### src/core/usb_irq_pkg.sv
// Shared offsets, field positions, reset values and carriers of the interrupt unit
package usb_irq_pkg;
    localparam logic [15:0] ISO_OUT_FIFO_PORT_ADDR = 16'hc760;
    localparam logic [15:0] ISO_IN_FIFO_PORT_ADDR = 16'hc768;
    localparam logic [15:0] ISO_OUT_COUNT_HIGH_ADDR = 16'hc770;
    localparam logic [15:0] ISO_OUT_COUNT_LOW_ADDR = 16'hc771;
    localparam logic [15:0] ISO_CRC_ERROR_FLAGS_ADDR = 16'hc7a0;
    localparam logic [15:0] ISO_ZERO_LENGTH_FLAGS_ADDR = 16'hc7a2;
    localparam logic [15:0] IN_ENDPOINT_DONE_FLAGS_ADDR = 16'hc7a9;
    localparam logic [15:0] OUT_ENDPOINT_DONE_FLAGS_ADDR = 16'hc7aa;
    localparam logic [15:0] BUS_EVENT_FLAGS_ADDR = 16'hc7ab;
    localparam logic [15:0] IN_ENABLE_ADDR = 16'hc7ac;
    localparam logic [15:0] OUT_ENABLE_ADDR = 16'hc7ad;
    localparam logic [15:0] BUS_EVENT_ENABLE_ADDR = 16'hc7ae;
    // Bulk windows: endpoint 0 IN on top, 128-byte step downward, OUT 64 bytes below each IN
    localparam logic [15:0] BULK_IN0_BASE = 16'hc700;
    localparam logic [15:0] BULK_OUT0_BASE = 16'hc6c0;
    localparam logic [15:0] BULK_STRIDE = 16'h0080;
    localparam logic [15:0] BULK_WINDOW_SIZE = 16'h0040;
    localparam int NUM_BULK_EP = 6;
    localparam int NUM_SOURCES = 18;
    localparam int BUS_RESET_BIT = 4;
    localparam int SUSPEND_BIT = 3;
    localparam int SETUP_TOKEN_BIT = 2;
    localparam int FRAME_START_BIT = 1;
    localparam int SETUP_DATA_BIT = 0;
    localparam int ISO_CRC_ERROR_BIT = 0;
    localparam int ZERO_LENGTH_BIT = 0;
    localparam logic [7:0] FLAGS_RESET = 8'h00;
    localparam logic [7:0] VECTOR_RESET = 8'h00;
    localparam logic [9:0] COUNT_RESET = 10'h000;

    typedef struct packed {
        logic busReset;
        logic suspend;
        logic setupToken;
        logic frameStart;
        logic setupData;
    } bus_event_s;

    typedef struct packed {
        logic done;
        logic crcError;
        logic [9:0] length;
    } iso_packet_s;

    typedef struct packed {
        logic hit;
        logic isIn;
        logic [2:0] endpoint;
        logic [5:0] offset;
    } bulk_window_s;
endpackage : usb_irq_pkg

### src/core/usb_device_interrupt_unit.sv
// Interrupt, event flag and endpoint register unit of the USB device controller
// How it works
// - Every interrupt leaves as a high-then-low pulse on wake or event line.
// - Suspended controller resumes on control bit 6 or host resume request.
// - After either resume path completes, one wake pulse is emitted.
// - Event line merges twelve bulk requests and five bus event requests.
// - Clearing a flag with others pending fires a new pulse for the top one.
// - Simultaneous requests are prioritised; vector 0x00 to 0x10 for bus events.
// - Endpoint vectors run 0x18 to 0x44, IN then OUT, step four.
// - Bulk IN windows of 64 bytes descend by 128 from endpoint 0.
// - Bulk OUT windows sit right below each IN window.
// - Iso OUT and iso IN data each have one FIFO port address.
// - Iso OUT received count reads as high byte then low byte.
// - Iso error register refreshes each frame start; bit 0 flags OUT errors.
// - Error bit means CRC fault; received bytes still readable.
// - Zero-length bit set when previous frame had empty iso OUT packet.
// - IN done bit sets on acknowledged send; writing one clears it.
// - OUT done bit sets on error-free receive; writing one clears it.
// - Bus event bits: 4 reset, 3 suspend, 2 setup token, 1 frame, 0 setup data.
// - Bus event bits clear by writing one; upper three bits written zero.
module usb_device_interrupt_unit
    import usb_irq_pkg::*;
(
    input wire logic clk,
    input wire logic reset_n,
    input wire logic [15:0] cpuAddr,
    input wire logic cpuWrite,
    input wire logic cpuRead,
    input wire logic [7:0] cpuWriteData,
    output logic [7:0] cpuReadData,
    input wire logic [5:0] inAcked,
    input wire logic [5:0] outReceived,
    input wire bus_event_s busEvent,
    input wire iso_packet_s isoPacket,
    input wire logic [7:0] isoOutFifoData,
    input wire logic wakeupBit,
    input wire logic hostResume,
    output logic wake_pulse_line,
    output logic eventPulse,
    output logic [7:0] vectorCode,
    output logic suspended,
    output logic isoOutPop,
    output logic isoInPush,
    output logic [7:0] isoInData,
    output bulk_window_s bulkWindow
);
    logic [5:0] inFlags_ff, outFlags_ff, inEnable_ff, outEnable_ff;
    logic [4:0] busFlags_ff, busEnable_ff;
    logic isoErr_ff, zeroLen_ff, frameErr_ff, frameZero_ff;
    logic [9:0] isoCount_ff, frameCount_ff;
    logic [7:0] readData_ff, vector_ff;
    logic eventPulse_ff, wakePulse_ff, suspended_ff, retrigger_ff;
    logic isoOutPop_ff, isoInPush_ff;
    logic [7:0] isoInData_ff;
    bulk_window_s window_ff, nxt_window;
    logic wrIn, wrOut, wrBus;
    logic [4:0] busSet;
    logic [NUM_SOURCES-1:0] pending;
    logic [7:0] nxt_vector;
    logic anyPending, newEvent, clearHit;

    assign busSet = {busEvent.busReset, busEvent.suspend, busEvent.setupToken,
                     busEvent.frameStart, busEvent.setupData};
    assign wrIn = cpuWrite && (cpuAddr == IN_ENDPOINT_DONE_FLAGS_ADDR);
    assign wrOut = cpuWrite && (cpuAddr == OUT_ENDPOINT_DONE_FLAGS_ADDR);
    assign wrBus = cpuWrite && (cpuAddr == BUS_EVENT_FLAGS_ADDR);

    // Set wins over a write-one clear landing in the same cycle
    always_ff @(posedge clk or negedge reset_n) begin
        if (!reset_n) begin
            inFlags_ff <= FLAGS_RESET[5:0];
            outFlags_ff <= FLAGS_RESET[5:0];
            busFlags_ff <= FLAGS_RESET[4:0];
        end else begin
            inFlags_ff <= (inFlags_ff & ~(wrIn ? cpuWriteData[5:0] : 6'h00)) | inAcked;
            outFlags_ff <= (outFlags_ff & ~(wrOut ? cpuWriteData[5:0] : 6'h00))
                | outReceived;
            // Bits 7:5 are ignored on write
            busFlags_ff <= (busFlags_ff & ~(wrBus ? cpuWriteData[4:0] : 5'h00)) | busSet;
        end
    end

    always_ff @(posedge clk or negedge reset_n) begin
        if (!reset_n) begin
            inEnable_ff <= FLAGS_RESET[5:0];
            outEnable_ff <= FLAGS_RESET[5:0];
            busEnable_ff <= FLAGS_RESET[4:0];
        end else if (cpuWrite) begin
            if (cpuAddr == IN_ENABLE_ADDR) begin
                inEnable_ff <= cpuWriteData[5:0];
            end else if (cpuAddr == OUT_ENABLE_ADDR) begin
                outEnable_ff <= cpuWriteData[5:0];
            end else if (cpuAddr == BUS_EVENT_ENABLE_ADDR) begin
                busEnable_ff <= cpuWriteData[4:0];
            end
        end
    end

    // Source order matches vector index; slot 5 (code 0x14) is unused
    genvar ep;
    generate
        for (ep = 0; ep < NUM_BULK_EP; ep++) begin : g_src
            assign pending[6 + 2 * ep] = inFlags_ff[ep] & inEnable_ff[ep];
            assign pending[7 + 2 * ep] = outFlags_ff[ep] & outEnable_ff[ep];
        end
    endgenerate
    assign pending[5] = 1'b0;
    assign pending[4:0] = busFlags_ff & busEnable_ff;
    assign anyPending = |pending;

    always_comb begin
        nxt_vector = VECTOR_RESET;
        for (int i = NUM_SOURCES - 1; i >= 0; i--) begin
            if (pending[i]) begin
                nxt_vector = {i[5:0], 2'b00};
            end
        end
    end

    assign newEvent = |({outReceived & outEnable_ff, inAcked & inEnable_ff}) ||
                      |(busSet & busEnable_ff);
    assign clearHit = (wrIn && |(cpuWriteData[5:0] & inFlags_ff)) ||
                      (wrOut && |(cpuWriteData[5:0] & outFlags_ff)) ||
                      (wrBus && |(cpuWriteData[4:0] & busFlags_ff));

    // A request waits in retrigger while the line is high, so none is lost
    always_ff @(posedge clk or negedge reset_n) begin
        if (!reset_n) begin
            retrigger_ff <= 1'b0;
            eventPulse_ff <= 1'b0;
            vector_ff <= VECTOR_RESET;
        end else begin
            eventPulse_ff <= 1'b0;
            if (!eventPulse_ff && retrigger_ff && anyPending) begin
                eventPulse_ff <= 1'b1;
                vector_ff <= nxt_vector;
                retrigger_ff <= newEvent || clearHit;
            end else if (newEvent || clearHit) begin
                retrigger_ff <= 1'b1;
            end else if (!anyPending) begin
                retrigger_ff <= 1'b0;
            end
        end
    end

    always_ff @(posedge clk or negedge reset_n) begin
        if (!reset_n) begin
            suspended_ff <= 1'b0;
            wakePulse_ff <= 1'b0;
        end else begin
            wakePulse_ff <= 1'b0;
            if (suspended_ff && (wakeupBit || hostResume)) begin
                suspended_ff <= 1'b0;
                wakePulse_ff <= 1'b1;
            end else if (busEvent.suspend) begin
                suspended_ff <= 1'b1;
            end
        end
    end

    // Packet result is held until the next frame start makes it visible
    always_ff @(posedge clk or negedge reset_n) begin
        if (!reset_n) begin
            frameErr_ff <= 1'b0;
            frameZero_ff <= 1'b0;
            frameCount_ff <= COUNT_RESET;
            isoErr_ff <= 1'b0;
            zeroLen_ff <= 1'b0;
            isoCount_ff <= COUNT_RESET;
        end else if (busEvent.frameStart) begin
            isoErr_ff <= frameErr_ff;
            zeroLen_ff <= frameZero_ff;
            isoCount_ff <= frameCount_ff;
            frameErr_ff <= isoPacket.done && isoPacket.crcError;
            frameZero_ff <= isoPacket.done && (isoPacket.length == COUNT_RESET);
            frameCount_ff <= isoPacket.done ? isoPacket.length : COUNT_RESET;
        end else if (isoPacket.done) begin
            frameErr_ff <= isoPacket.crcError;
            frameZero_ff <= (isoPacket.length == COUNT_RESET);
            frameCount_ff <= isoPacket.length;
        end
    end

    always_comb begin
        nxt_window = '0;
        for (int e = 0; e < NUM_BULK_EP; e++) begin
            if (cpuAddr >= BULK_IN0_BASE - 16'(e) * BULK_STRIDE &&
                cpuAddr < BULK_IN0_BASE - 16'(e) * BULK_STRIDE + BULK_WINDOW_SIZE) begin
                nxt_window = '{1'b1, 1'b1, 3'(e), cpuAddr[5:0]};
            end else if (cpuAddr >= BULK_OUT0_BASE - 16'(e) * BULK_STRIDE &&
                cpuAddr < BULK_OUT0_BASE - 16'(e) * BULK_STRIDE + BULK_WINDOW_SIZE) begin
                nxt_window = '{1'b1, 1'b0, 3'(e), cpuAddr[5:0]};
            end
        end
        if (!(cpuRead || cpuWrite)) begin
            nxt_window = '0;
        end
    end

    always_ff @(posedge clk or negedge reset_n) begin
        if (!reset_n) begin
            window_ff <= '0;
            isoOutPop_ff <= 1'b0;
            isoInPush_ff <= 1'b0;
            isoInData_ff <= FLAGS_RESET;
        end else begin
            window_ff <= nxt_window;
            isoOutPop_ff <= cpuRead && (cpuAddr == ISO_OUT_FIFO_PORT_ADDR);
            isoInPush_ff <= cpuWrite && (cpuAddr == ISO_IN_FIFO_PORT_ADDR);
            if (cpuWrite && (cpuAddr == ISO_IN_FIFO_PORT_ADDR)) begin
                isoInData_ff <= cpuWriteData;
            end
        end
    end

    // Read data follows one cycle after the strobe; unmapped addresses read zero
    always_ff @(posedge clk or negedge reset_n) begin
        if (!reset_n) begin
            readData_ff <= FLAGS_RESET;
        end else if (cpuRead) begin
            if (cpuAddr == ISO_OUT_FIFO_PORT_ADDR) begin
                readData_ff <= isoOutFifoData;
            end else if (cpuAddr == ISO_OUT_COUNT_HIGH_ADDR) begin
                readData_ff <= {6'h00, isoCount_ff[9:8]};
            end else if (cpuAddr == ISO_OUT_COUNT_LOW_ADDR) begin
                readData_ff <= isoCount_ff[7:0];
            end else if (cpuAddr == ISO_CRC_ERROR_FLAGS_ADDR) begin
                readData_ff <= 8'(isoErr_ff) << ISO_CRC_ERROR_BIT;
            end else if (cpuAddr == ISO_ZERO_LENGTH_FLAGS_ADDR) begin
                readData_ff <= 8'(zeroLen_ff) << ZERO_LENGTH_BIT;
            end else if (cpuAddr == IN_ENDPOINT_DONE_FLAGS_ADDR) begin
                readData_ff <= {2'b00, inFlags_ff};
            end else if (cpuAddr == OUT_ENDPOINT_DONE_FLAGS_ADDR) begin
                readData_ff <= {2'b00, outFlags_ff};
            end else if (cpuAddr == BUS_EVENT_FLAGS_ADDR) begin
                readData_ff <= {3'b000, busFlags_ff};
            end else if (cpuAddr == IN_ENABLE_ADDR) begin
                readData_ff <= {2'b00, inEnable_ff};
            end else if (cpuAddr == OUT_ENABLE_ADDR) begin
                readData_ff <= {2'b00, outEnable_ff};
            end else if (cpuAddr == BUS_EVENT_ENABLE_ADDR) begin
                readData_ff <= {3'b000, busEnable_ff};
            end else begin
                readData_ff <= FLAGS_RESET;
            end
        end
    end

    assign cpuReadData = readData_ff;
    assign wake_pulse_line = wakePulse_ff;
    assign eventPulse = eventPulse_ff;
    assign vectorCode = vector_ff;
    assign suspended = suspended_ff;
    assign isoOutPop = isoOutPop_ff;
    assign isoInPush = isoInPush_ff;
    assign isoInData = isoInData_ff;
    assign bulkWindow = window_ff;
endmodule : usb_device_interrupt_unit

### config.mk
export PLATFORM = sky130hd
export DESIGN_NAME = usb_device_interrupt_unit
export DESIGN_NICKNAME = d
export VERILOG_FILES = /design/src/core/usb_irq_pkg.sv /design/src/core/usb_device_interrupt_unit.sv
export SDC_FILE = /design/constraint.sdc
export NUM_CORES = 1
export LEC_CHECK = 0
export ABC_AREA = 1
export BUFFER_PORTS_ARGS = -buffer_cell sky130_fd_sc_hd__buf_4
export CAP_MARGIN = 15
export CORE_AREA = 3 3 100 102
export DETAILED_ROUTE_END_ITERATION = 12
export DIE_AREA = 0 0 103 105
export PLACE_DENSITY_LB_ADDON = 0.1
export SYNTH_ARGS = -nofsm -noshare
export SYNTH_HDL_FRONTEND = slang
export SYNTH_SLANG_ARGS = --single-unit
### constraint.sdc
create_clock -name clk -period 2 [get_ports clk]
set_input_delay 0.2 -clock clk [delete_from_list [all_inputs] [get_ports clk]]
set_output_delay 0.2 -clock clk [all_outputs]
set_load 0.1 [all_outputs]
# Word-level counts from Yosys, hierarchy flattened

Index checks and enable logic that the tools add are counted.

Flip-flop bits (word level): 99
Input bits: 67
Word-level logic and storage cells: 194

$lt $le $gt $ge: 24
Eq/ne operators: 13
Multiplexer cells: 58
Bitwise logic cells: 30
Reduce and logical (&&, ||, !) cells: 44

Operators by type and width:

| kind                                        | number |
|---|---|
| == test 16 bit, second input constant       | 12 |
| >= comparator 16 bit, second input constant | 12 |
| < comparator 16 bit, second input constant  | 12 |
| 2-to-1 mux 8 bit                            | 19 |
| 2-to-1 mux 11 bit                           | 13 |
| 2-to-1 mux 6 bit                            | 9 |
| bitwise AND 6 bit                           | 6 |
| 2-to-1 mux 10 bit                           | 3 |
| logical AND 1 bit                           | 25 |
| bitwise AND 5 bit                           | 4 |
| OR reduction 17 bit                         | 1 |
| bitwise AND 1 bit                           | 12 |
| NOT 6 bit                                   | 2 |
| bitwise OR 6 bit                            | 2 |
| OR reduction 12 bit                         | 1 |
| OR reduction 6 bit                          | 2 |
| 2-to-1 mux 1 bit                            | 11 |
| logical NOT 10 bit                          | 1 |
| 2-to-1 mux 5 bit                            | 2 |
| OR reduction 5 bit                          | 2 |
| 2-to-1 mux 7 bit                            | 1 |
| logical OR 1 bit                            | 6 |
| NOT 5 bit                                   | 1 |
| bitwise OR 5 bit                            | 1 |
| other kinds (7)                             | 9 |

# Depth between registers and ports, before layout

Depth in word-level cells: 18
Depth in mapped cells: 18
Mapped depth without buffers: 18

# Worst setup path after synthesis

Ideal clock, no wire load.

Path kind: register to register
Start point: register outFlags_ff[0]
End point: register vector_ff[2], in the netlist vectorCode[2]
Setup time: 120 ps
Arrival: 1,415 ps
Path slack: 465 ps
Cell stages (with the launch flop): 13
Buffers on the path: 0
Path through: dfrtp_1 > nand2_1 > nand2_1 > inv_1 > nand2_1 > nor3_1 > nand3_1 > nor2_1 > nor3_2 > inv_1 > a21oi_1 > nand2_1 > nand2_1

Cells in the longest elaborated chain, start to end: 8
Elaborated cells on any way between the ends: 10
Classes of those cells: mux (7); bitwise (1); reduce/logical (2)

Ends and longest elaborated chain:

| item                           | line                             | source |
|---|---|---|
| start: declaration             | usb_device_interrupt_unit.sv:47  | `logic [5:0] inFlags_ff, outFlags_ff, inEnable_ff, outEnable_ff;` |
| start signal: assignment       | usb_device_interrupt_unit.sv:72  | `outFlags_ff <= FLAGS_RESET[5:0];` |
| start signal: assignment       | usb_device_interrupt_unit.sv:76  | `outFlags_ff <= (outFlags_ff & ~(wrOut ? cpuWriteData[5:0] : 6'h00))` |
| bitwise AND 1 bit (*)          | usb_device_interrupt_unit.sv:104 | `assign pending[7 + 2 * ep] = outFlags_ff[ep] & outEnable_ff[ep];` |
| 2-to-1 mux 8 bit (7 in series) | usb_device_interrupt_unit.sv:114 | `if (pending[i]) begin` |
| end signal: assignment         | usb_device_interrupt_unit.sv:136 | `vector_ff <= nxt_vector;` |
| end: declaration               | usb_device_interrupt_unit.sv:51  | `logic [7:0] readData_ff, vector_ff;` |

Mark *: on every way between the ends. The rest lies on a longest branch, timed or not.
A chain may end at the register's enable or synchronous reset.

# Worst setup path in the final report

Start point: register busFlags_ff[2]
End point: register vector_ff[2], in the netlist vectorCode[2]

Cells in the longest elaborated chain, start to end: 4
Elaborated cells on any way between the ends: 6
Classes of those cells: mux (3); bitwise (1); reduce/logical (2)

Ends and longest elaborated chain:

| item                           | line                             | source |
|---|---|---|
| start: declaration             | usb_device_interrupt_unit.sv:48  | `logic [4:0] busFlags_ff, busEnable_ff;` |
| start signal: assignment       | usb_device_interrupt_unit.sv:73  | `busFlags_ff <= FLAGS_RESET[4:0];` |
| start signal: assignment       | usb_device_interrupt_unit.sv:79  | `busFlags_ff <= (busFlags_ff & ~(wrBus ? cpuWriteData[4:0] : 5'h00)) \| busSet;` |
| bitwise AND 5 bit (*)          | usb_device_interrupt_unit.sv:108 | `assign pending[4:0] = busFlags_ff & busEnable_ff;` |
| 2-to-1 mux 8 bit (3 in series) | usb_device_interrupt_unit.sv:114 |  |

Marked as above.

==> impl_metrics.yaml <==
worst_setup_path:
  worstPathArrival_ns: 2.06
  crit_buf_inv: 1
  slowest_stage: "dfrtp_1"
  critical_path_peak_fanout: 6
  crit_chain: "nand2_1 -> nand2_1 -> nor3_1 -> nand3_1 -> nor2_1 -> nor3_2 -> inv_1 -> a21oi_1 -> nand2_1 -> nand2_1"
  critical_path_required_ns: 2.27
  reg2reg_depth: 10
  endpoint_kind: "register"
  r2r-end: "vectorCode[2]$_DFFE_PN0P_"
  crit_type: "register to register"
  startpoint_type: "register"
  r2r-start: "busFlags_ff[2]$_DFF_PN0_"
  cpPeakStageDelay_ns: 0.42
  crit_top_cell: "nand2_1"
  critical-path-top-delay-family: "simple AND/OR/NAND/NOR gates"
  ff2ff_setup_slack_ns: 0.21
sta:
  clock_skew_ns: 0.0162
  setup_viol: 0
  hold_viol: 0
  period_share: 0.894
  totalNegativeSetupSlack_ns: 0
  rsz0062_at_grt: "false"
  period_needed_ns: 1.79
  maxSlewViolCount: 0
  fmax_mhz: 559
  tightest_slew_ns: 0.612
  slew_headroom: 0.592
power:
  intPower_mw: 2.71
  cellLeakagePower_nw: 3.32
  switching_share: 0.322
  p_clk_frac: 0.318
  power_frac_seq: 0.511
  combPwrFrac: 0.171
  power.switching_mw: 1.29
  power_density_mw_per_mm2: 645
  ir_worst_vdd_mv: 0.425
  fin_total_pwr_mw: 3.99
die:
  die_h_um: 105
  io_pins: 107
  dieArea_sq_mm: 0.0108
  start_util: 0.548
  rows: 35
  die_w_um: 103
  core-area_sq_mm: 0.00920
drt:
  wl_met2_um: 6530
  vias: 4822
  antenna_left: 0
  drc: 0
  dr_wl_met3_um: 1130
  drtIter0Drc: 418
  routed.top_layer: "met4"
  drt_wl_total_um: 14200
  viasPerCell: 5.45
  dr.pass1.iters: 7
  wire_per_inst_um: 16.1
  drt-met1-wl_um: 6290
placement:
  portBuffers: 103
  dp_hpwl_um: 11200
  place.gp.congestion: 0.956
  dpl_cell_area_sq_mm: 0.00598
cts:
  htree_levels: 3
  cts.sinks: 96
  ctsResizeCount: 0
  clockBufferDepth: 2
  cts_tree: "yes"
  cts_setup_buffers: 0
  cts_buffers: 9
  clk_latency_ns: 0.38
  clk_pin_slew_ns: 0.11
  root_buffer: "clkbuf_8"
  cts_hold_buf: 2
global_route:
  grt_pass1_wl_um: 23200
  grt_max_degree: 46
  grt_usage: 0.276
  antenna_found_initial: 0
  grt_pass1_vias: 4639
  grt_overflow: 0
worst_hold_path:
  hold_depth: 3
  holdPathEnd: "isoInData[7]$_DFFE_PN0P_"
  min_path_type: "primary input to register"
  min-delay-start: "cpuWriteData[7]"
cells_and_area:
  fin_area_sq_mm: 0.00619
  n_fill_cell: 808
  drive_gt1_frac: 0.217
  synthToLayoutAreaGrowth_pct: 22.9
  antennaDiodeCount: 0
  nets: 835
  layout_commonest_cell: "nand2_1"
  fin_util: 0.673
  final_cell_mix: "nand2_1 (199), buf_4 (113), dfrtp_1 (96)"
synth:
  ys_ff_latch: 96
  synth.avg_cell_area_sq_um: 7.74
  yosysUniqueCellTypes: 48
  yosysWarnings: 0
  syn_area_sq_mm: 0.00504
  yosysSeqAreaShare: 0.477
  syn_inst: 651
job:
  drv_cap: 0
run_status:
  outcome: "finished clean"
==> how the worst max path moves through the flow <==
stage	cells past startpoint	end	from	slack, ns
final	10	vectorCode[2]$_DFFE_PN0P_	busFlags_ff[2]$_DFF_PN0_	0.21
after global routing	12	vectorCode[2]$_DFFE_PN0P_	outFlags_ff[0]$_DFF_PN0_	0.03
after CTS	10	vectorCode[2]$_DFFE_PN0P_	busFlags_ff[2]$_DFF_PN0_	0.22
after detailed placement	11	outEnable_ff[5]$_DFFE_PN0P_	cpuAddr[12]	0.13
after global placement	14	cpuReadData[1]$_DFFE_PN0P_	cpuAddr[12]	0.11
after floorplan	12	vectorCode[2]$_DFFE_PN0P_	outFlags_ff[0]$_DFF_PN0_	0.46
==> power by group through the flow <==
| stage | Clock (mW) | Combinational, mW | Sequential, mW |
|---|---|---|---|
| floorplan | 0 | 0.190 | 2.30 |
| global placement | 0 | 0.677 | 2.08 |
| detailed placement | 0 | 0.683 | 2.08 |
| CTS | 1.29 | 0.688 | 2.04 |
| global route | 1.38 | 0.737 | 2.05 |
| finish | 1.27 | 0.683 | 2.04 |
==> per-stage QoR <==
step / setup slack (ns) / instances / hold WS (ns)
global placement: 0.111 / 866 / 0.237
CTS: 0.216 / 884 / 0.00489
global route: 0.0275 / 884 / 0.00532
finish: 0.212 / 884 / 0.00603
floorplan: 0.465 / 653 / -0.0956
detailed placement: 0.132 / 866 / 0.251
==> cells by family after synthesis <==
logic type | count (synthesis) | synth area share
simple gates | 333 | 0.298
compound gates | 121 | 0.145
buf+inv | 100 | 0.0799
other cells | 1 | 0.000744
flops | 96 | 0.477
==> state kept, by name (all words and copies together) (netlist names) <==
signal           cells
busEnable_ff         5
frameErr_ff          1
isoOutPop            1
suspended            1
inFlags_ff           6
frameCount_ff       10
outFlags_ff          6
bulkWindow          11
inEnable_ff          6
wake_pulse_line      1
outEnable_ff         6
zeroLen_ff           1
busFlags_ff          5
frameZero_ff         1
vectorCode           5
isoCount_ff         10
isoInPush            1
retrigger_ff         1
isoInData            8
cpuReadData          8
isoErr_ff            1
eventPulse           1
==> cells in the mapped netlist, drive strengths merged <==
master	count	area, sq um
dfrtp	96	2400
nand3b	1	11.3
a21o	1	7.51
nor2	65	309
a221oi	5	43.8
and3	1	6.26
o311ai	1	8.76
a211oi	2	15.0
nand2	204	788
buf	7	51.3
nor4	3	25.0
o21ai	57	289
a31oi	4	25.0
clkbuf	5	18.8
o2111ai	3	26.3
a22oi	2	15.0
o22ai	4	25.0
o221ai	1	8.76
nand4	12	96.3
o211ai	7	52.6
a32o	1	10.0
o31ai	3	22.5
inv	88	333
a21oi	21	109
nor3	11	65.1
or2	7	43.8
o21bai	5	37.5
a22o	4	35.0
nand3	29	155
conb	1	3.75
==> metal layers <==
metal / vias to the layer above / GRT usage
met1: 2261 / 0.405
met3: 23 / 0.0534
met4: 0 / 0.0703
met5: - / 0
li1: 2355 / -
met2: 183 / 0.417
==> layout make-up <==
cell class              count  area [sq um]  share of cell area
clock buffers              10           138              0.0222
clock inverters             6          50.0             0.00808
inverters                  88           333              0.0537
multi-input cells         457          2240               0.362
flip-flops and latches     96          2400               0.388
well taps                 111           139              0.0224
repair buffers            116           888               0.143
==> worst register-to-register path, cell delays in order, from the launching register on <==
cell and delay, ns:
dfrtp_1 0.42, nand2_1 0.16, nand2_1 0.11, nor3_1 0.29
nand3_1 0.14, nor2_1 0.18, nor3_2 0.08, inv_1 0.14
a21oi_1 0.06, nand2_1 0.07, nand2_1 0.04
Power figures use the tool's default switching activity.
